`src/verilog/refine_pkg.sv`:
```
// Constants shared by the timing refinement control block and its prescaler.
// Assumes a single 100 MHz crystal clock and a synchronous active-high reset.
package refine_pkg;

    // ***************************************************************
    // Clock and timing
    // ***************************************************************
    localparam int CLK_PERIOD_NS     = 10;
    localparam int INT_DIS_MIN_NS    = 200;
    // Width must exceed the minimum, hence the extra cycle
    localparam int INT_DIS_CYC       = INT_DIS_MIN_NS / CLK_PERIOD_NS + 1;
    localparam int CMD_GAP_NS        = 100;
    localparam int CMD_GAP_CYC       =
        (CMD_GAP_NS + CLK_PERIOD_NS - 1) / CLK_PERIOD_NS;
    localparam int LEGACY_DIS_TICKS  = 4;
    localparam int LEGACY_GAP_TICKS  = 2;
    localparam int SET_PULSE_TICKS   = 4;
    localparam int OS_BASE_DIV       = 5;
    localparam int TIMER_W           = 5;

    // ***************************************************************
    // Field layout and reset values
    // ***************************************************************
    localparam int STAT_TA_BIT       = 0;
    localparam int STAT_RI_BIT       = 2;
    localparam int REV_SEL_W         = 3;
    localparam logic       REFINE_RST = 1'b0;
    localparam logic       FLAG_RST   = 1'b1;
    localparam logic [7:0] MASK_RST   = 8'h00;
    localparam logic [7:0] BYTE_ZERO  = 8'h00;
    localparam logic [2:0] SEL_RST    = 3'h0;

    // ***************************************************************
    // Command codes
    // ***************************************************************
    localparam logic [1:0] CMD_CLEAR_TXRX_INT = 2'h0;
    localparam logic [1:0] CMD_CLEAR_FLAGS    = 2'h1;
    localparam logic [1:0] CMD_ENABLE_TX      = 2'h2;
    localparam logic [1:0] CMD_ENABLE_RX      = 2'h3;

endpackage

```
`src/verilog/rate_prescaler.sv`:
```
// Rate prescaler producing the oversample clock as a one-cycle tick.
// Assumes the selection comes from host logic on the same crystal clock.
`timescale 1ns/1ps
`default_nettype none
module rate_prescaler #(
    parameter int BASE_DIV = refine_pkg::OS_BASE_DIV
) (
    // Clock and reset
    input  wire logic       i_mclk,
    input  wire logic       i_rst,
    // Control
    input  wire logic       i_refine,
    input  wire logic [2:0] i_select,
    // Oversample clock tick
    output logic            o_os_tick
);

    generate
        if (BASE_DIV < 2 || BASE_DIV > 511) begin : g_bad_div
            $error("BASE_DIV out of range");
        end
    endgenerate

    logic [15:0] cnt;
    logic [15:0] next_cnt;
    logic [2:0]  sel_s1;
    logic [2:0]  sel_s2;
    logic [2:0]  active_sel;
    logic [2:0]  next_active_sel;
    logic [2:0]  eff_sel;
    logic [15:0] limit;
    logic        wrap;

    always_comb begin
        // Legacy mode takes the raw selection, so a change may glitch
        eff_sel = i_refine ? active_sel : i_select; // RULE_06
        limit = (16'(BASE_DIV) << eff_sel) - 16'h0001; // RULE_05
        wrap = (cnt >= limit);
        next_cnt = wrap ? 16'h0000 : cnt + 16'h0001;
        next_active_sel = active_sel;
        if (wrap) begin
            next_active_sel = sel_s2; // RULE_06
        end
    end

    always_ff @(posedge i_mclk) begin
        if (i_rst) begin
            cnt        <= 16'h0000;
            sel_s1     <= refine_pkg::SEL_RST;
            sel_s2     <= refine_pkg::SEL_RST;
            active_sel <= refine_pkg::SEL_RST;
            o_os_tick  <= 1'b0;
        end else begin
            cnt        <= next_cnt;
            sel_s1     <= i_select; // RULE_18
            sel_s2     <= sel_s1; // RULE_18
            active_sel <= next_active_sel;
            o_os_tick  <= wrap;
        end
    end

endmodule // rate_prescaler
`default_nettype wire

```
`src/verilog/timing_refinement_control.sv`:
```
// Timing refinement control: interrupt disable pulse, command write spacing,
// status flag setting, probe state clean-up, mask and soft reset handling.
// Assumes host strobes are one-cycle pulses on the crystal clock.
// Operation
// RULE_01: Refine bit resets zero; one enables all.
// RULE_02: Clear commands or next_station_id read drop interrupt.
// RULE_03: Legacy drop width follows oversample clock rate.
// RULE_04: Refined drop width always exceeds 200 ns.
// RULE_05: Prescale select field chooses prescaler output.
// RULE_06: Refined selection is synchronised, legacy direct.
// RULE_07: Host keeps select zero above 5 Mbps.
// RULE_08: Legacy command spacing counts oversample ticks.
// RULE_09: Refined command spacing is fixed 100 ns.
// RULE_10: Legacy flag return opens enable prohibition.
// RULE_11: Refined flags return at pulse end.
// RULE_12: Receive-inhibited return raises the interrupt.
// RULE_13: Refined ID writes clear probe state.
// RULE_14: Refined soft reset also clears mask.
// RULE_15: Own ID zero or reset bit: soft reset.
// RULE_16: Soft reset sets both status flags.
// RULE_17: Revision check readback on registers five, six.
// RULE_18: Two-stage selection synchroniser per bit.
// RULE_19: Refine bit host-writable, cleared by hard reset.
`timescale 1ns/1ps
`default_nettype none
module timing_refinement_control (
    // Clock and reset
    input  wire logic       i_mclk,
    input  wire logic       i_rst,
    // Configuration and setup writes
    input  wire logic       i_cfg_wr,
    input  wire logic       i_cfg_timing_refine_enable,
    input  wire logic       i_cfg_reset_bit,
    input  wire logic       i_setup_wr,
    input  wire logic [2:0] i_setup_clock_prescale_select,
    // Command register
    input  wire logic       i_cmd_wr,
    input  wire logic [1:0] i_cmd_op,
    output logic            o_cmd_ready,
    output logic            o_cmd_accept,
    output logic [1:0]      o_cmd_op,
    // Station ID registers
    input  wire logic       i_own_id_wr,
    input  wire logic       i_probe_id_wr,
    input  wire logic [7:0] i_id_data,
    input  wire logic       i_next_station_id_rd,
    // Protocol engine events
    input  wire logic       i_tx_done,
    input  wire logic       i_rx_done,
    input  wire logic       i_probe_seen,
    input  wire logic       i_dup_seen,
    input  wire logic [7:0] i_status_ext,
    // Mask register
    input  wire logic       i_mask_wr,
    input  wire logic [7:0] i_mask_data,
    // Revision check registers
    input  wire logic       i_rev5_wr,
    input  wire logic       i_rev6_wr,
    input  wire logic [7:0] i_rev_data,
    output logic [7:0]      o_rev5_rdata,
    output logic [7:0]      o_rev6_rdata,
    // State outputs
    output logic            o_timing_refine_enable,
    output logic [2:0]      o_clock_prescale_select,
    output logic            o_oversample_clock,
    output logic            o_soft_reset,
    output logic            o_tx_available_flag,
    output logic            o_rx_inhibited_flag,
    output logic            o_enable_prohibited,
    output logic [7:0]      o_status,
    output logic [7:0]      o_mask,
    output logic [7:0]      o_own_station_id,
    output logic            o_probe_station_hit,
    output logic            o_duplicate_station_hit,
    output logic            o_interrupt_request_n
);

    // ***************************************************************
    // Configuration, IDs, soft reset, revision registers
    // ***************************************************************
    logic       refine;
    logic       next_refine;
    logic       cfg_reset;
    logic       next_cfg_reset;
    logic [2:0] prescale_sel;
    logic [2:0] next_prescale_sel;
    logic [7:0] own_id;
    logic [7:0] next_own_id;
    logic       own_zero_d;
    logic       soft_rst;
    logic       next_soft_rst;
    logic [7:0] mask;
    logic [7:0] next_mask;
    logic [7:0] rev5;
    logic [7:0] next_rev5;
    logic [7:0] rev6;
    logic [7:0] next_rev6;
    logic       os_tick;

    always_comb begin
        next_refine = refine;
        next_cfg_reset = cfg_reset;
        if (i_cfg_wr) begin
            next_refine = i_cfg_timing_refine_enable; // RULE_19
            next_cfg_reset = i_cfg_reset_bit;
        end
        next_prescale_sel = i_setup_wr ? i_setup_clock_prescale_select
                                       : prescale_sel;
        next_own_id = i_own_id_wr ? i_id_data : own_id;
        // Pulse on own ID becoming zero or reset bit rising
        next_soft_rst = ((own_id == refine_pkg::BYTE_ZERO) && !own_zero_d)
                      || (next_cfg_reset && !cfg_reset); // RULE_15
        next_mask = mask;
        if (soft_rst && refine) begin
            next_mask = refine_pkg::MASK_RST; // RULE_14
        end
        if (i_mask_wr) begin
            next_mask = i_mask_data;
        end
        next_rev5 = i_rev5_wr ? i_rev_data : rev5;
        next_rev6 = i_rev6_wr ? i_rev_data : rev6;
    end

    always_ff @(posedge i_mclk) begin
        if (i_rst) begin
            refine       <= refine_pkg::REFINE_RST; // RULE_01
            cfg_reset    <= 1'b0;
            prescale_sel <= refine_pkg::SEL_RST;
            own_id       <= refine_pkg::BYTE_ZERO;
            own_zero_d   <= 1'b1;
            soft_rst     <= 1'b0;
            mask         <= refine_pkg::MASK_RST; // RULE_14
            rev5         <= refine_pkg::BYTE_ZERO;
            rev6         <= refine_pkg::BYTE_ZERO;
        end else begin
            refine       <= next_refine;
            cfg_reset    <= next_cfg_reset;
            prescale_sel <= next_prescale_sel;
            own_id       <= next_own_id;
            own_zero_d   <= (own_id == refine_pkg::BYTE_ZERO);
            soft_rst     <= next_soft_rst;
            mask         <= next_mask;
            rev5         <= next_rev5;
            rev6         <= next_rev6;
        end
    end

    rate_prescaler #(
        .BASE_DIV (refine_pkg::OS_BASE_DIV)
    ) u_prescaler (
        .i_mclk    (i_mclk),
        .i_rst     (i_rst),
        .i_refine  (refine), // RULE_06
        .i_select  (prescale_sel), // RULE_05
        .o_os_tick (os_tick)
    );

    // ***************************************************************
    // Command write spacing
    // ***************************************************************
    logic [refine_pkg::TIMER_W-1:0] gap_cnt;
    logic [refine_pkg::TIMER_W-1:0] next_gap_cnt;
    logic                           gap_fixed;
    logic                           next_gap_fixed;
    logic                           prohibit;
    logic                           cmd_take;
    logic                           is_enable;
    logic                           next_cmd_accept;

    always_comb begin
        is_enable = (i_cmd_op == refine_pkg::CMD_ENABLE_TX)
                 || (i_cmd_op == refine_pkg::CMD_ENABLE_RX);
        // Enables written inside the legacy window are dropped silently
        cmd_take = i_cmd_wr && (gap_cnt == '0)
                && !(is_enable && prohibit); // RULE_10
        next_cmd_accept = cmd_take;
        next_gap_cnt = gap_cnt;
        next_gap_fixed = gap_fixed;
        if (cmd_take) begin
            next_gap_fixed = refine;
            if (refine) begin
                next_gap_cnt = refine_pkg::TIMER_W'(
                    refine_pkg::CMD_GAP_CYC - 1); // RULE_09
            end else begin
                // One extra tick, since the first may come at once
                next_gap_cnt = refine_pkg::TIMER_W'(
                    refine_pkg::LEGACY_GAP_TICKS + 1); // RULE_08
            end
        end else if (gap_cnt != '0 && (gap_fixed || os_tick)) begin
            next_gap_cnt = gap_cnt - 1'b1;
        end
    end

    always_ff @(posedge i_mclk) begin
        if (i_rst) begin
            gap_cnt      <= '0;
            gap_fixed    <= 1'b0;
            o_cmd_accept <= 1'b0;
            o_cmd_op     <= refine_pkg::CMD_CLEAR_TXRX_INT;
        end else begin
            gap_cnt      <= next_gap_cnt;
            gap_fixed    <= next_gap_fixed;
            o_cmd_accept <= next_cmd_accept;
            o_cmd_op     <= cmd_take ? i_cmd_op : o_cmd_op;
        end
    end

    // ***************************************************************
    // Status flag setting pulses (0: transmitter, 1: receiver)
    // ***************************************************************
    typedef enum logic {PULSE_IDLE, PULSE_RUN} pulse_e;

    logic [1:0] flag;
    logic [1:0] win;
    logic [1:0] set_evt;
    logic [1:0] clr_evt;

    assign set_evt = {i_rx_done, i_tx_done};
    assign clr_evt = {cmd_take && i_cmd_op == refine_pkg::CMD_ENABLE_RX,
                      cmd_take && i_cmd_op == refine_pkg::CMD_ENABLE_TX};

    generate
        for (genvar g = 0; g < 2; g++) begin : g_flag
            pulse_e                         st;
            pulse_e                         next_st;
            logic [refine_pkg::TIMER_W-1:0] cnt;
            logic [refine_pkg::TIMER_W-1:0] next_cnt;
            logic                           late;
            logic                           next_late;
            logic                           fl;
            logic                           next_fl;

            always_comb begin
                next_st = st;
                next_cnt = cnt;
                next_late = late;
                next_fl = clr_evt[g] ? 1'b0 : fl;
                case (st)
                    PULSE_IDLE: begin
                        if (set_evt[g]) begin
                            next_st = PULSE_RUN;
                            next_late = refine;
                            next_cnt = refine_pkg::TIMER_W'(
                                refine_pkg::SET_PULSE_TICKS);
                            if (!refine) begin
                                next_fl = 1'b1; // RULE_10
                            end
                        end
                    end
                    PULSE_RUN: begin
                        if (os_tick) begin
                            next_cnt = cnt - 1'b1;
                        end
                        if (os_tick && cnt == 1) begin
                            next_st = PULSE_IDLE;
                            if (late) begin
                                next_fl = 1'b1; // RULE_11
                            end
                        end
                    end
                    default: begin
                        next_st = PULSE_IDLE;
                    end
                endcase
                if (soft_rst) begin
                    next_st = PULSE_IDLE;
                    next_fl = refine_pkg::FLAG_RST; // RULE_16
                end
            end

            always_ff @(posedge i_mclk) begin
                if (i_rst) begin
                    st   <= PULSE_IDLE;
                    cnt  <= '0;
                    late <= 1'b0;
                    fl   <= refine_pkg::FLAG_RST;
                end else begin
                    st   <= next_st;
                    cnt  <= next_cnt;
                    late <= next_late;
                    fl   <= next_fl;
                end
            end

            assign flag[g] = fl;
            // Refined pulses leave the flag unchanged until the pulse end instead of opening a window
            assign win[g] = (st == PULSE_RUN) && !late; // RULE_10
        end
    endgenerate

    assign prohibit = |win;

    // ***************************************************************
    // Interrupt and disable pulse
    // ***************************************************************
    logic [7:0]                     status;
    logic [refine_pkg::TIMER_W-1:0] dis_cnt;
    logic [refine_pkg::TIMER_W-1:0] next_dis_cnt;
    logic                           dis_fixed;
    logic                           next_dis_fixed;
    logic                           int_level;
    logic                           dis_trig;
    logic                           next_int_n;

    always_comb begin
        status = i_status_ext;
        status[refine_pkg::STAT_TA_BIT] = flag[0];
        status[refine_pkg::STAT_RI_BIT] = flag[1];
        int_level = |(status & mask); // RULE_12
        dis_trig = !o_interrupt_request_n && (i_next_station_id_rd
            || (cmd_take && (i_cmd_op == refine_pkg::CMD_CLEAR_TXRX_INT
                || i_cmd_op == refine_pkg::CMD_CLEAR_FLAGS))); // RULE_02
        next_dis_cnt = dis_cnt;
        next_dis_fixed = dis_fixed;
        if (dis_trig) begin
            next_dis_fixed = refine;
            if (refine) begin
                next_dis_cnt = refine_pkg::TIMER_W'(
                    refine_pkg::INT_DIS_CYC); // RULE_04
            end else begin
                // Width scales with the rate, too short at high rates
                next_dis_cnt = refine_pkg::TIMER_W'(
                    refine_pkg::LEGACY_DIS_TICKS + 1); // RULE_03
            end
        end else if (dis_cnt != '0 && (dis_fixed || os_tick)) begin
            next_dis_cnt = dis_cnt - 1'b1;
        end
        next_int_n = !(int_level && next_dis_cnt == '0); // RULE_02
    end

    always_ff @(posedge i_mclk) begin
        if (i_rst) begin
            dis_cnt               <= '0;
            dis_fixed             <= 1'b0;
            o_interrupt_request_n <= 1'b1;
        end else begin
            dis_cnt               <= next_dis_cnt;
            dis_fixed             <= next_dis_fixed;
            o_interrupt_request_n <= next_int_n;
        end
    end

    // ***************************************************************
    // Probe and duplicate station ID state
    // ***************************************************************
    logic probe_hit;
    logic next_probe_hit;
    logic dup_hit;
    logic next_dup_hit;
    logic id_flush;

    always_comb begin
        // Legacy mode leaves stale results set until a hard reset, since the engine can only set them
        id_flush = refine && (i_probe_id_wr || i_own_id_wr); // RULE_13
        next_probe_hit = i_probe_seen || (probe_hit && !id_flush);
        next_dup_hit = i_dup_seen || (dup_hit && !id_flush);
    end

    always_ff @(posedge i_mclk) begin
        if (i_rst) begin
            probe_hit <= 1'b0;
            dup_hit   <= 1'b0;
        end else begin
            probe_hit <= next_probe_hit;
            dup_hit   <= next_dup_hit;
        end
    end

    // ***************************************************************
    // Outputs
    // ***************************************************************
    assign o_cmd_ready             = (gap_cnt == '0);
    assign o_timing_refine_enable  = refine;
    assign o_clock_prescale_select = prescale_sel;
    assign o_oversample_clock      = os_tick;
    assign o_soft_reset            = soft_rst;
    assign o_tx_available_flag     = flag[0];
    assign o_rx_inhibited_flag     = flag[1];
    assign o_enable_prohibited     = prohibit;
    assign o_status                = status;
    assign o_mask                  = mask;
    assign o_own_station_id        = own_id;
    assign o_probe_station_hit     = probe_hit;
    assign o_duplicate_station_hit = dup_hit;
    assign o_rev5_rdata            = rev5; // RULE_17
    // Low bits of register six reflect the selection held in five
    assign o_rev6_rdata = {rev6[7:refine_pkg::REV_SEL_W],
                           rev5[refine_pkg::REV_SEL_W-1:0]}; // RULE_17

endmodule // timing_refinement_control
`default_nettype wire

```
`config.mk`:
```
export PLATFORM = sky130hd
export DESIGN_NAME = timing_refinement_control
export DESIGN_NICKNAME = d
export VERILOG_FILES = /design/src/verilog/refine_pkg.sv /design/src/verilog/rate_prescaler.sv /design/src/verilog/timing_refinement_control.sv
export SDC_FILE = /design/constraint.sdc
export NUM_CORES = 1
export LEC_CHECK = 0
export ABC_CLOCK_PERIOD_IN_PS = 9800
export BUFFER_PORTS_ARGS = -buffer_cell sky130_fd_sc_hd__buf_2
export CAP_MARGIN = 10
export CELL_PAD_IN_SITES_DETAIL_PLACEMENT = 1
export CELL_PAD_IN_SITES_GLOBAL_PLACEMENT = 2
export CORE_MARGIN = 3
export CORE_UTILIZATION = 31
export CTS_BUF_LIST = sky130_fd_sc_hd__clkbuf_2
export DETAILED_ROUTE_END_ITERATION = 7
export PLACE_DENSITY_LB_ADDON = 0.1
export SKIP_LAST_GASP = 1
export SYNTH_ARGS = -nofsm -noshare
export SYNTH_HDL_FRONTEND = slang
export SYNTH_HIERARCHICAL = 1
export SYNTH_SLANG_ARGS = --single-unit
```
`constraint.sdc`:
```
create_clock -name i_mclk -period 9.8 [get_ports i_mclk]
set_input_delay 1.96 -clock i_mclk [delete_from_list [all_inputs] [get_ports i_mclk]]
set_output_delay 1.96 -clock i_mclk [all_outputs]
set_load 0.02 [all_outputs]
```
==> results.ini, run 1 <==
[run_status]
outcome=finished clean

[route]
dr_wl_met2_microns=5130
first_pass_iters=4
wl_microns=10900
vias_per_cell=4.86
wl_met1_microns=5030
met3WireLength_microns=483
ant_nets=0
drc=0
drtIter0Drc=82
detail_route.wl_per_cell_microns=14.6
num_vias=3609
highest_layer=met4

[synthesis]
synth_cell_types=52
ys.warnings.count=6
synth_area_sq_mm=0.00434
synth.most_common_cell=dfxtp_1
synth_common_cells=96 x dfxtp_1, 65 x nor2_1, 37 x mux2i_1, 36 x a21oi_1, 30 x nand2_1
syn_avg_cell_area_sq_um=9.25
synth_edf_count=0
ys_async_sr_fraction_pct=0
ys_seq_area_share_pct=44.3
synth_area_leaders=dfxtp_1 44%, mux2i_1 8.5%, ha_1 5.8%
synth.top_cell.area_share_pct=44.3
synth-main-ff-cell=dfxtp_1
synthCells=469
synth-seq-cells=96
synth_top_area_cell=dfxtp_1

[power]
power_frac_seq_pct=48.1
clockPowerShare_pct=24.5
comb_power_share_pct=27.4
p_switching_uw=318
swShare_pct=32.6
powerDensity_mw_per_mm2=191
internal_power_uw=657
p_leak_nw=2.22
ir_drop_v=0.0000645

[clock_tree]
cts_buffers=9
clkSinkCount=96
h-tree-depth=3
holdBufCountCts=0
cts-resized-gates=0
clk_latency_ns=0.57
path_clk_slew_ns=0.24
max-clock-path-buffers=2
post_cts_buffers=0
cts_tree=built
root_buffer=clkbuf_2

[finish]
final_layout_size_suffix_gt1_share_pct=23.7
multi_input_area_sq_mm=0.00221
design_area_sq_mm=0.00509
final-seq-area_sq_mm=0.00192
nNetsFinal=636
nFillCells=1639
syn_to_final_growth_pct=17.5
antenna_cells=0

[job]
maxCapViolCount=0

[floorplanning]
initial_core_util_pct=32.2
die_h_microns=124
dieArea_sq_mm=0.0154
ioPinCount=110
rows=42
die_w_microns=124
core_sq_mm=0.0135

[global_route]
grt_pass1_vias=3845
grt_use_total_pct=14.6
grt_pass1_wl_microns=18900
grt-ovfl-total=0
grt_max_degree=81
antenna_found_initial=0

[timing]
hold_viol=0
finalCriticalPeriod_ns=4.17
fin_ws_ns=5.63
drv_slew=0
finalSetupViolCount=0
worst_slew_pin_slew_ns=0.831
post-route-period-util_pct=42.6
fin_worst_skew_ns=0.0320
fmax_ghz=0.240
setup-tns-final_ns=0
grt_setup_unrepaired=false
slew_headroom_pct=44.6
timing.hold.ws_ns=0.463

[setup_path]
cp-end-kind=primary output
arrival_ns=2.21
critPathTopFamily=buffers and inverters
path_buf_inv=2
slowest_delay_ns=0.15
crit_fanout=2
required_ns=7.84
path_common_cell=buf_2
path_class=primary input to primary output
cpMaxStageDelayCell=buf_2
crit_path_start_kind=primary input
path_cells=buf_2 -> buf_2

[min_path]
hold_path.class=flop to flop

[placement]
gp_congestion=0.796
pre_cts_ws_ns=5.63
post-dp-hpwl_microns=8120
place_area_sq_mm=0.00494
numPortBuffers=107

path summary, 6_finish.rpt:
check / start / endpoint / slack (ns) / cells after the start
worst max-delay path: i_status_ext[5] / o_status[5] / 5.63 / 2
worst min-delay path: u_prescaler/sel_s1[0] / u_prescaler/sel_s2[0] / 0.46 / 1
worst max register to register: o_timing_refine_enable / u_prescaler/cnt[9] / 5.89 / 11
worst min register to register: u_prescaler/sel_s1[0] / u_prescaler/sel_s2[0] / 0.46 / 1
cell families after synthesis:
kind of cell	share of synthesized area, %
AOI/OAI and AO/OA	11.6
xor gates and xnor gates	3.03
and+or+nand+nor	20.7
other	0.0865
DFF	44.3
muxes	9.32
adders and majority gates	5.77
buffers and inverters	5.14
sequential cells by signal, summed over array words and instances, names as in the netlist, 5 cells and up:
register	count
g_flag.cnt	10
dis_cnt	5
o_rev5_rdata	8
u_prescaler/cnt	16
rev6	5
o_own_station_id	8
gap_cnt	5
o_mask	8
cell usage in the layout (no fill, tap or decap), types with 4 or more instances in the layout:
master / Yosys / final
nor4_1: 4 / 4
and3_1: 6 / 6
conb_1: 1 / 5
mux2i_1: 37 / 37
buf_2: 1 / 107
nand4_1: 5 / 5
xor2_1: 4 / 4
a22oi_1: 4 / 4
nand3b_1: 9 / 9
nor3b_1: 5 / 5
nand2_1: 30 / 30
nand3_1: 10 / 10
a211oi_1: 4 / 4
a21oi_1: 36 / 36
nor2_1: 65 / 65
dfxtp_1: 96 / 96
or3_1: 4 / 4
clkbuf_2: 0 / 11
xnor2_1: 11 / 11
inv_1: 14 / 14
nor3_1: 5 / 5
ha_1: 20 / 20
o21ai_0: 9 / 9
nand2b_1: 12 / 12
nor2b_1: 10 / 10
power by group through the flow:
stage | clock network, mW | logic [mW] | registers [mW]
2_1_floorplan | 0 | 0.192 | 0.483
3_3_place_gp | 0 | 0.265 | 0.477
3_5_place_dp | 0 | 0.271 | 0.478
4_1_cts | 0.252 | 0.272 | 0.470
5_1_grt | 0.271 | 0.304 | 0.478
6_report | 0.239 | 0.267 | 0.469
stage by stage:
step	util [%]	power, mW	std cells
2_1_floorplan	-	0.675	473
3_3_place_gp	36.8	0.741	727
3_5_place_dp	36.8	0.749	727
4_1_cts	37.9	0.995	742
5_1_grt	37.9	1.05	742
6_report	37.9	0.975	742
layer usage:
| metal | vias to the layer above | global-route usage, % |
|---|---|---|
| met1 | 1700 | 18.2 |
| met2 | 79 | 24.4 |
| met4 | 0 | 5.80 |
| met5 | - | 0 |
| met3 | 20 | 3.47 |
| li1 | 1810 | - |
final cells by class:
class                           instances  share of cell area [%]
Tap cell                              176                    4.32
Multi-Input combinational cell        333                    43.3
Timing Repair Buffer                  108                    10.7
Inverter                               14                    1.03
Clock buffer                           11                    1.08
Sequential cell                        96                    37.7
Clock inverter                          4                    1.84
(Power assumes the default switching activity.)
==> run 2: changes to the inputs <==
--- a/config.mk
+++ b/config.mk
@@ -5,13 +5,14 @@
 export SDC_FILE = /design/constraint.sdc
 export NUM_CORES = 1
 export LEC_CHECK = 0
-export ABC_CLOCK_PERIOD_IN_PS = 9800
+export ABC_AREA = 1
+export ABC_CLOCK_PERIOD_IN_PS = 3900
 export BUFFER_PORTS_ARGS = -buffer_cell sky130_fd_sc_hd__buf_2
 export CAP_MARGIN = 10
 export CELL_PAD_IN_SITES_DETAIL_PLACEMENT = 1
 export CELL_PAD_IN_SITES_GLOBAL_PLACEMENT = 2
 export CORE_MARGIN = 3
-export CORE_UTILIZATION = 31
+export CORE_UTILIZATION = 30
 export CTS_BUF_LIST = sky130_fd_sc_hd__clkbuf_2
 export DETAILED_ROUTE_END_ITERATION = 7
 export PLACE_DENSITY_LB_ADDON = 0.1
==> constraint.sdc (replaced) <==
create_clock -name i_mclk -period 3.9 [get_ports i_mclk]
set_input_delay 0.78 -clock i_mclk [delete_from_list [all_inputs] [get_ports i_mclk]]
set_output_delay 0.78 -clock i_mclk [all_outputs]
set_load 0.02 [all_outputs]
==> run 2 against run 1 <==
Against the previous run:
- critical path depth is 15 higher
- utilization is 1.1 points lower
- hold slack worse by 0.062 ns
- total power grew to 2.6 times the previous value
- global-route usage is 0.35 points higher
- synthesized area is 2.5% higher
- largest cell class unchanged
- highest routed layer unchanged
==> results.ini, run 2 <==
[route]
drtIter0Drc=109  ; +33%
vias_per_cell=4.53  ; -6.9%
first_pass_iters=4  ; unchanged
num_vias=4017  ; +11%
detail_route.wl_per_cell_microns=13.3  ; -9.1%
wl_microns=11800  ; +8.7%
drc=0  ; unchanged
ant_nets=0  ; unchanged

[min_path]
hold_path.class=primary input to flop
holdPathEnd=o_own_station_id[4]
holdPathStages=3  ; +2
hp-start=i_id_data[4]

[synthesis]
ys_seq_area_share_pct=43.2  ; -1.1 points
ys_async_sr_fraction_pct=0  ; unchanged
synthCells=601  ; +28%
synth-seq-cells=96  ; unchanged
synth_edf_count=0  ; unchanged
synth-main-ff-cell=dfxtp_1
synth.top_cell.area_share_pct=43.2  ; -1.1 points
synth.most_common_cell=nand2_1
syn_avg_cell_area_sq_um=7.40  ; -20%
ys.warnings.count=6  ; unchanged
synth_area_sq_mm=0.00445  ; +2.5%
synth_cell_types=35  ; -33%
synth_top_area_cell=dfxtp_1
synth_common_cells=123 x nand2_1, 96 x dfxtp_1, 93 x nor2_1, 75 x inv_1, 38 x a21oi_1
synth_area_leaders=dfxtp_1 43%, nand2_1 10%, nor2_1 7.9%

[setup_path]
path_cells=nand2_1 -> o21ai_1 -> inv_1 -> nor2_1 -> nand2_1 -> ha_1 -> inv_1 -> o22ai_1 -> o31ai_1 -> ha_1 -> nand2_1 -> nor2_1 -> nand2_1 -> nor2_2 -> nor2_4 -> nand3_2 -> nor2_1
cp-end-kind=flop
r2r_cells=17  ; +6
crit-reg2reg-capture=u_prescaler/cnt[8]
ff2ff_setup_slack_ns=0.70  ; -5.19 ns
r2r-start=o_timing_refine_enable
path_common_cell=nand2_1
arrival_ns=3.70  ; +1.49 ns
cp-startpoint=o_timing_refine_enable
cpMaxStageDelayCell=dfxtp_1
crit_fanout=16  ; +14
path_class=flop to flop
required_ns=4.40  ; -3.44 ns
crit_path_start_kind=flop
slowest_delay_ns=0.75  ; +0.60 ns

[timing]
worst_slew_pin_slew_ns=0.686  ; -0.146 ns
grt_setup_unrepaired=false
finalCriticalPeriod_ns=3.20
finalSetupViolCount=0  ; unchanged
fin_worst_skew_ns=0.0285  ; -0.00349 ns
hold_viol=0  ; unchanged
drv_slew=0  ; unchanged
post-route-period-util_pct=81.9
slew_headroom_pct=54.3  ; +9.7 points
fmax_ghz=0.313
setup-tns-final_ns=0  ; unchanged
timing.hold.ws_ns=0.400  ; -0.0623 ns

[clock_tree]
max-clock-path-buffers=2  ; unchanged
root_buffer=clkbuf_2
clk_latency_ns=0.57  ; about the same
clkSinkCount=96  ; unchanged
post_cts_buffers=0  ; unchanged
h-tree-depth=3  ; unchanged
holdBufCountCts=0  ; unchanged
path_clk_slew_ns=0.26  ; +0.02 ns
cts_buffers=9  ; unchanged
cts-resized-gates=0  ; unchanged
cts_tree=built

[finish]
syn_to_final_growth_pct=17.4  ; about the same
nNetsFinal=778  ; +22%
final_common_cell=nand2_1
antenna_cells=0  ; unchanged
fin_cells=887  ; +20%
largest_register=u_prescaler/cnt
most-common-layout-cells=123 x nand2_1, 107 x buf_2, 96 x dfxtp_1
top_regs=u_prescaler/cnt: 16 flops, g_flag.cnt: 10 flops
largest_register_ffs=16  ; unchanged
final_layout_size_suffix_gt1_share_pct=22.6  ; -1.0 points

[global_route]
antenna_found_initial=0  ; unchanged
grt_pass1_vias=4050  ; +5.3%
grt_pass1_wl_microns=19800  ; +4.6%
grt-ovfl-total=0  ; unchanged
grt_use_total_pct=15.0  ; +0.35 points
grt_max_degree=33  ; -59%

[power]
p_leak_nw=2.57  ; +16%
powerDensity_mw_per_mm2=478  ; +150%
ir_drop_v=0.000231  ; +260%
total_power_mw=2.50  ; +160%

[floorplanning]
rows=43  ; +2.4%
die_h_microns=128  ; +2.8%
ioPinCount=110  ; unchanged
die_w_microns=128  ; +2.8%
initial_core_util_pct=31.3  ; -0.93 points
dieArea_sq_mm=0.0163  ; +5.7%
core_sq_mm=0.0142  ; +5.6%

[placement]
dp.cells=873  ; +20%
gp_congestion=0.784  ; -1.5%
post-dp-hpwl_microns=9170  ; +13%
numPortBuffers=107  ; unchanged

[job]
maxCapViolCount=0  ; unchanged

[run_status]
outcome=finished clean

==> run 2: cell type report <==
class                      count  area [sq um]
fill                        1838          8980
multi-input combinational    408          2100
sequential                    96          1920
timing repair buffer         109           551
inverter                      80           300
tap                          180           225
clock inverter                 5          73.8
clock buffer                   9          45.0
==> run 2: kinds of logic after synthesis <==
| family | count (synthesis) | share of synthesized area, % |
|---|---|---|
| AND/OR/NAND/NOR | 275 | 27.3 |
| other | 1 | 0.0843 |
| XOR/XNOR | 12 | 2.36 |
| adder cells (fa/ha/maj) | 20 | 5.63 |
| flip-flops | 96 | 43.2 |
| buffers and inverters | 101 | 9.82 |
| AO/OA/AOI/OAI | 96 | 11.6 |
==> run 2: worst max-delay path, delay by kind of cell (launching register included) <==
| family | cells | cell delay (ns) |
|---|---|---|
| simple gates | 10 | 1.24 |
| flops | 1 | 0.75 |
| compound gates | 3 | 0.44 |
| fa+ha+maj | 2 | 0.48 |
| buf+inv | 2 | 0.21 |
==> run 2: layer usage <==
metal / global-route usage [%] / vias up / wire length (microns)
li1: - / 2078 / -
met1: 18.6 / 1892 / 5370
met2: 26.2 / 32 / 6010
met3: 2.38 / 15 / 226
met4: 5.24 / 0 / 194
met5: 0 / - / 0
==> run 2: how the worst max path moves through the flow <==
stage / slack [ns] / cells past startpoint / end
6_report: 0.70 / 17 / u_prescaler/cnt[8]
5_1_grt: 0.26 / 17 / u_prescaler/cnt[5]
2_1_floorplan: 1.38 / 17 / u_prescaler/cnt[5]
4_1_cts: 0.61 / 17 / u_prescaler/cnt[8]
3_5_place_dp: 0.68 / 17 / u_prescaler/cnt[8]
3_3_place_gp: 0.76 / 17 / u_prescaler/cnt[8]
==> run 2: metrics by stage <==
stage | worst slack [ns] | instance area, sq um | utilization, %
global placement | 0.760 | 5100 | 35.9
CTS | 0.609 | 5220 | 36.8
detailed placement | 0.678 | 5100 | 35.9
finish | 0.705 | 5220 | 36.8
floorplan | 1.38 | 4460 | -
global route | 0.262 | 5220 | 36.8
==> run 2: power breakdown <==
group          internal (mW)  total, mW  switching (mW)
logic                  0.290      0.809           0.520
clock network          0.201      0.529           0.328
registers               1.08       1.16          0.0761
total                   1.57       2.50           0.924
==> run 3: changes to the inputs <==
--- a/config.mk
+++ b/config.mk
@@ -6,7 +6,7 @@
 export NUM_CORES = 1
 export LEC_CHECK = 0
 export ABC_AREA = 1
-export ABC_CLOCK_PERIOD_IN_PS = 3900
+export ABC_CLOCK_PERIOD_IN_PS = 3100
 export BUFFER_PORTS_ARGS = -buffer_cell sky130_fd_sc_hd__buf_2
 export CAP_MARGIN = 10
 export CELL_PAD_IN_SITES_DETAIL_PLACEMENT = 1
==> constraint.sdc (replaced) <==
create_clock -name i_mclk -period 3.1 [get_ports i_mclk]
set_input_delay 0.62 -clock i_mclk [delete_from_list [all_inputs] [get_ports i_mclk]]
set_output_delay 0.62 -clock i_mclk [all_outputs]
set_load 0.02 [all_outputs]
==> run 3 against run 2 <==
Against the previous run:
- worst setup slack got worse by 0.33 ns
- first-iteration DRC count up 8.3%
- die area unchanged
- clock-buffer cell count unchanged
- via count grew 0.12%
- maximum frequency is 17% higher
- hold slack got worse by 0.17 ns
- routed wire length fell by 1.8%
- highest routed layer unchanged
- largest cell class unchanged
==> results.ini, run 3 (synthesis gave the netlist of run 2 again) <==
[clock_tree]
h-tree-depth=3  ; unchanged
clk_latency_ns=0.59  ; +0.02 ns
path_clk_slew_ns=0.28  ; +0.02 ns
holdBufCountCts=0  ; unchanged
clkSinkCount=96  ; unchanged
cts_buffers=9  ; unchanged
cts_tree=built
root_buffer=clkbuf_2
max-clock-path-buffers=2  ; unchanged
post_cts_buffers=0  ; unchanged
cts-resized-gates=0  ; unchanged

[placement]
gp_congestion=0.726  ; -7.4%
post-dp-hpwl_microns=9050  ; -1.3%
dp.cells=875  ; +0.23%
numPortBuffers=107  ; unchanged
pre_cts_ws_ns=0.258  ; -0.420 ns
place_area_sq_mm=0.00512  ; +0.29%

[setup_path]
cp-end-kind=flop
path_class=flop to flop
crit_path_start_kind=flop
crit-reg2reg-capture=u_prescaler/cnt[7]
crit_fanout=11  ; -5
r2r-start=o_timing_refine_enable
r2r_cells=17  ; unchanged
ff2ff_setup_slack_ns=0.38  ; -0.33 ns
required_ns=3.63  ; -0.77 ns
arrival_ns=3.25  ; -0.45 ns

[route]
drtIter0Drc=118  ; +8.3%
wl_microns=11600  ; -1.8%
first_pass_iters=4  ; unchanged
ant_nets=0  ; unchanged
detail_route.wl_per_cell_microns=13.0  ; -2.4%
vias_per_cell=4.51  ; -0.44%
num_vias=4022  ; +0.12%
drc=0  ; unchanged

[power]
ir_drop_v=0.000226  ; -2.2%
total_power_mw=3.00  ; +20%
powerDensity_mw_per_mm2=576  ; +20%
p_leak_nw=2.57  ; -0.32%

[timing]
setup-tns-final_ns=0  ; unchanged
drv_slew=0  ; unchanged
fin_ws_ns=0.379  ; -0.326 ns
post-route-period-util_pct=87.8  ; +5.9 points
fmax_ghz=0.367  ; +17%
slew_headroom_pct=57.5  ; +3.2 points
finalCriticalPeriod_ns=2.72  ; -0.474 ns
timing.hold.ws_ns=0.233  ; -0.168 ns
worst_slew_pin_slew_ns=0.638  ; -0.0480 ns
grt_setup_unrepaired=false
hold_viol=0  ; unchanged
finalSetupViolCount=0  ; unchanged
fin_worst_skew_ns=0.0370  ; +0.00848 ns

[finish]
largest_register_ffs=16  ; unchanged
top_regs=u_prescaler/cnt: 16 flops, g_flag.cnt: 10 flops
most-common-layout-cells=123 x nand2_1, 107 x buf_2, 96 x dfxtp_1
nNetsFinal=780  ; +0.26%
final_common_cell=nand2_1
fin_cells=892  ; +0.56%
design_area_sq_mm=0.00521  ; -0.19%
final_layout_size_suffix_gt1_share_pct=22.9  ; +0.29 points
syn_to_final_growth_pct=17.2
largest_register=u_prescaler/cnt
post-route-util_pct=36.7  ; -0.070 points

[global_route]
grt_pass1_wl_microns=19200  ; -3.1%
grt_pass1_vias=3965  ; -2.1%
grt_use_total_pct=14.5  ; -0.49 points
grt_max_degree=41  ; +24%
grt-ovfl-total=0  ; unchanged
antenna_found_initial=1  ; +1

[floorplanning]
rows=43  ; unchanged
initial_core_util_pct=31.3  ; unchanged
die_w_microns=128  ; unchanged
dieArea_sq_mm=0.0163  ; unchanged
ioPinCount=110  ; unchanged
core_sq_mm=0.0142  ; unchanged
die_h_microns=128  ; unchanged

[run_status]
outcome=finished clean

[min_path]
hp-start=i_mask_data[1]
holdPathStages=3  ; unchanged
hold_path.class=primary input to flop
holdPathEnd=o_mask[1]

[job]
maxCapViolCount=0  ; unchanged

## run 3: changes by cell type in the layout (fill, tap and decap cells not counted)
cell / delta
clkinv_2: +1
clkinv_1: +1
clkinv_4: +1
buf_4: +2
diode_2: +1
bufinv_16: -2
nand3_2: -1
clkinvlp_4: +1
nand3_4: +1
## run 3: layout make-up
| type | count | area [sq um] |
|---|---|---|
| inverter | 80 | 300 |
| antenna | 1 | 2.50 |
| timing repair buffer | 111 | 566 |
| multi-input combinational | 408 | 2110 |
| clock inverter | 7 | 38.8 |
| fill | 1834 | 8990 |
| clock buffer | 9 | 45.0 |
| sequential | 96 | 1920 |
| tap | 180 | 225 |
## run 3: worst max-delay path by stage
stage	startpoint	end	cells after the start
global route	o_timing_refine_enable	u_prescaler/cnt[8]	17
floorplan	o_timing_refine_enable	u_prescaler/cnt[5]	17
detailed placement	o_timing_refine_enable	u_prescaler/cnt[7]	17
CTS	o_timing_refine_enable	u_prescaler/cnt[7]	17
global placement	o_timing_refine_enable	u_prescaler/cnt[8]	17
finish	o_timing_refine_enable	u_prescaler/cnt[7]	17
## run 3: power by group
part	leakage [nW]	switching [mW]	internal (mW)	total, mW
clock	0.0565	0.428	0.0976	0.525
sequential	0.790	0.0940	1.36	1.46
combinational	1.72	0.653	0.367	1.02
total	2.57	1.18	1.83	3.00
## run 3: layer usage
metal  share of wire [%]  routed length (microns)  vias up  global-route usage, %
li1                    -                        -     2081                      -
met1                  44                     5120     1887                   17.2
met2                  52                     6010       48                   25.7
met3                 3.3                      377        6                   4.17
met4                0.67                       78        0                   3.50
met5                   0                        0        -                      0
## run 3: worst max-delay path: stages, from the launching register on
cell and delay, ns:
dfxtp_1 0.52, nand2_1 0.08, o21ai_1 0.16, inv_1 0.14
nor2_2 0.13, nand2_1 0.09, ha_1 0.18, inv_1 0.10
o22ai_1 0.10, o31ai_1 0.10, ha_1 0.29, nand2_1 0.09
nor2_1 0.06, nand2_1 0.08, nor2_2 0.06, nor2_4 0.16
nand3_4 0.21, nor2_2 0.15
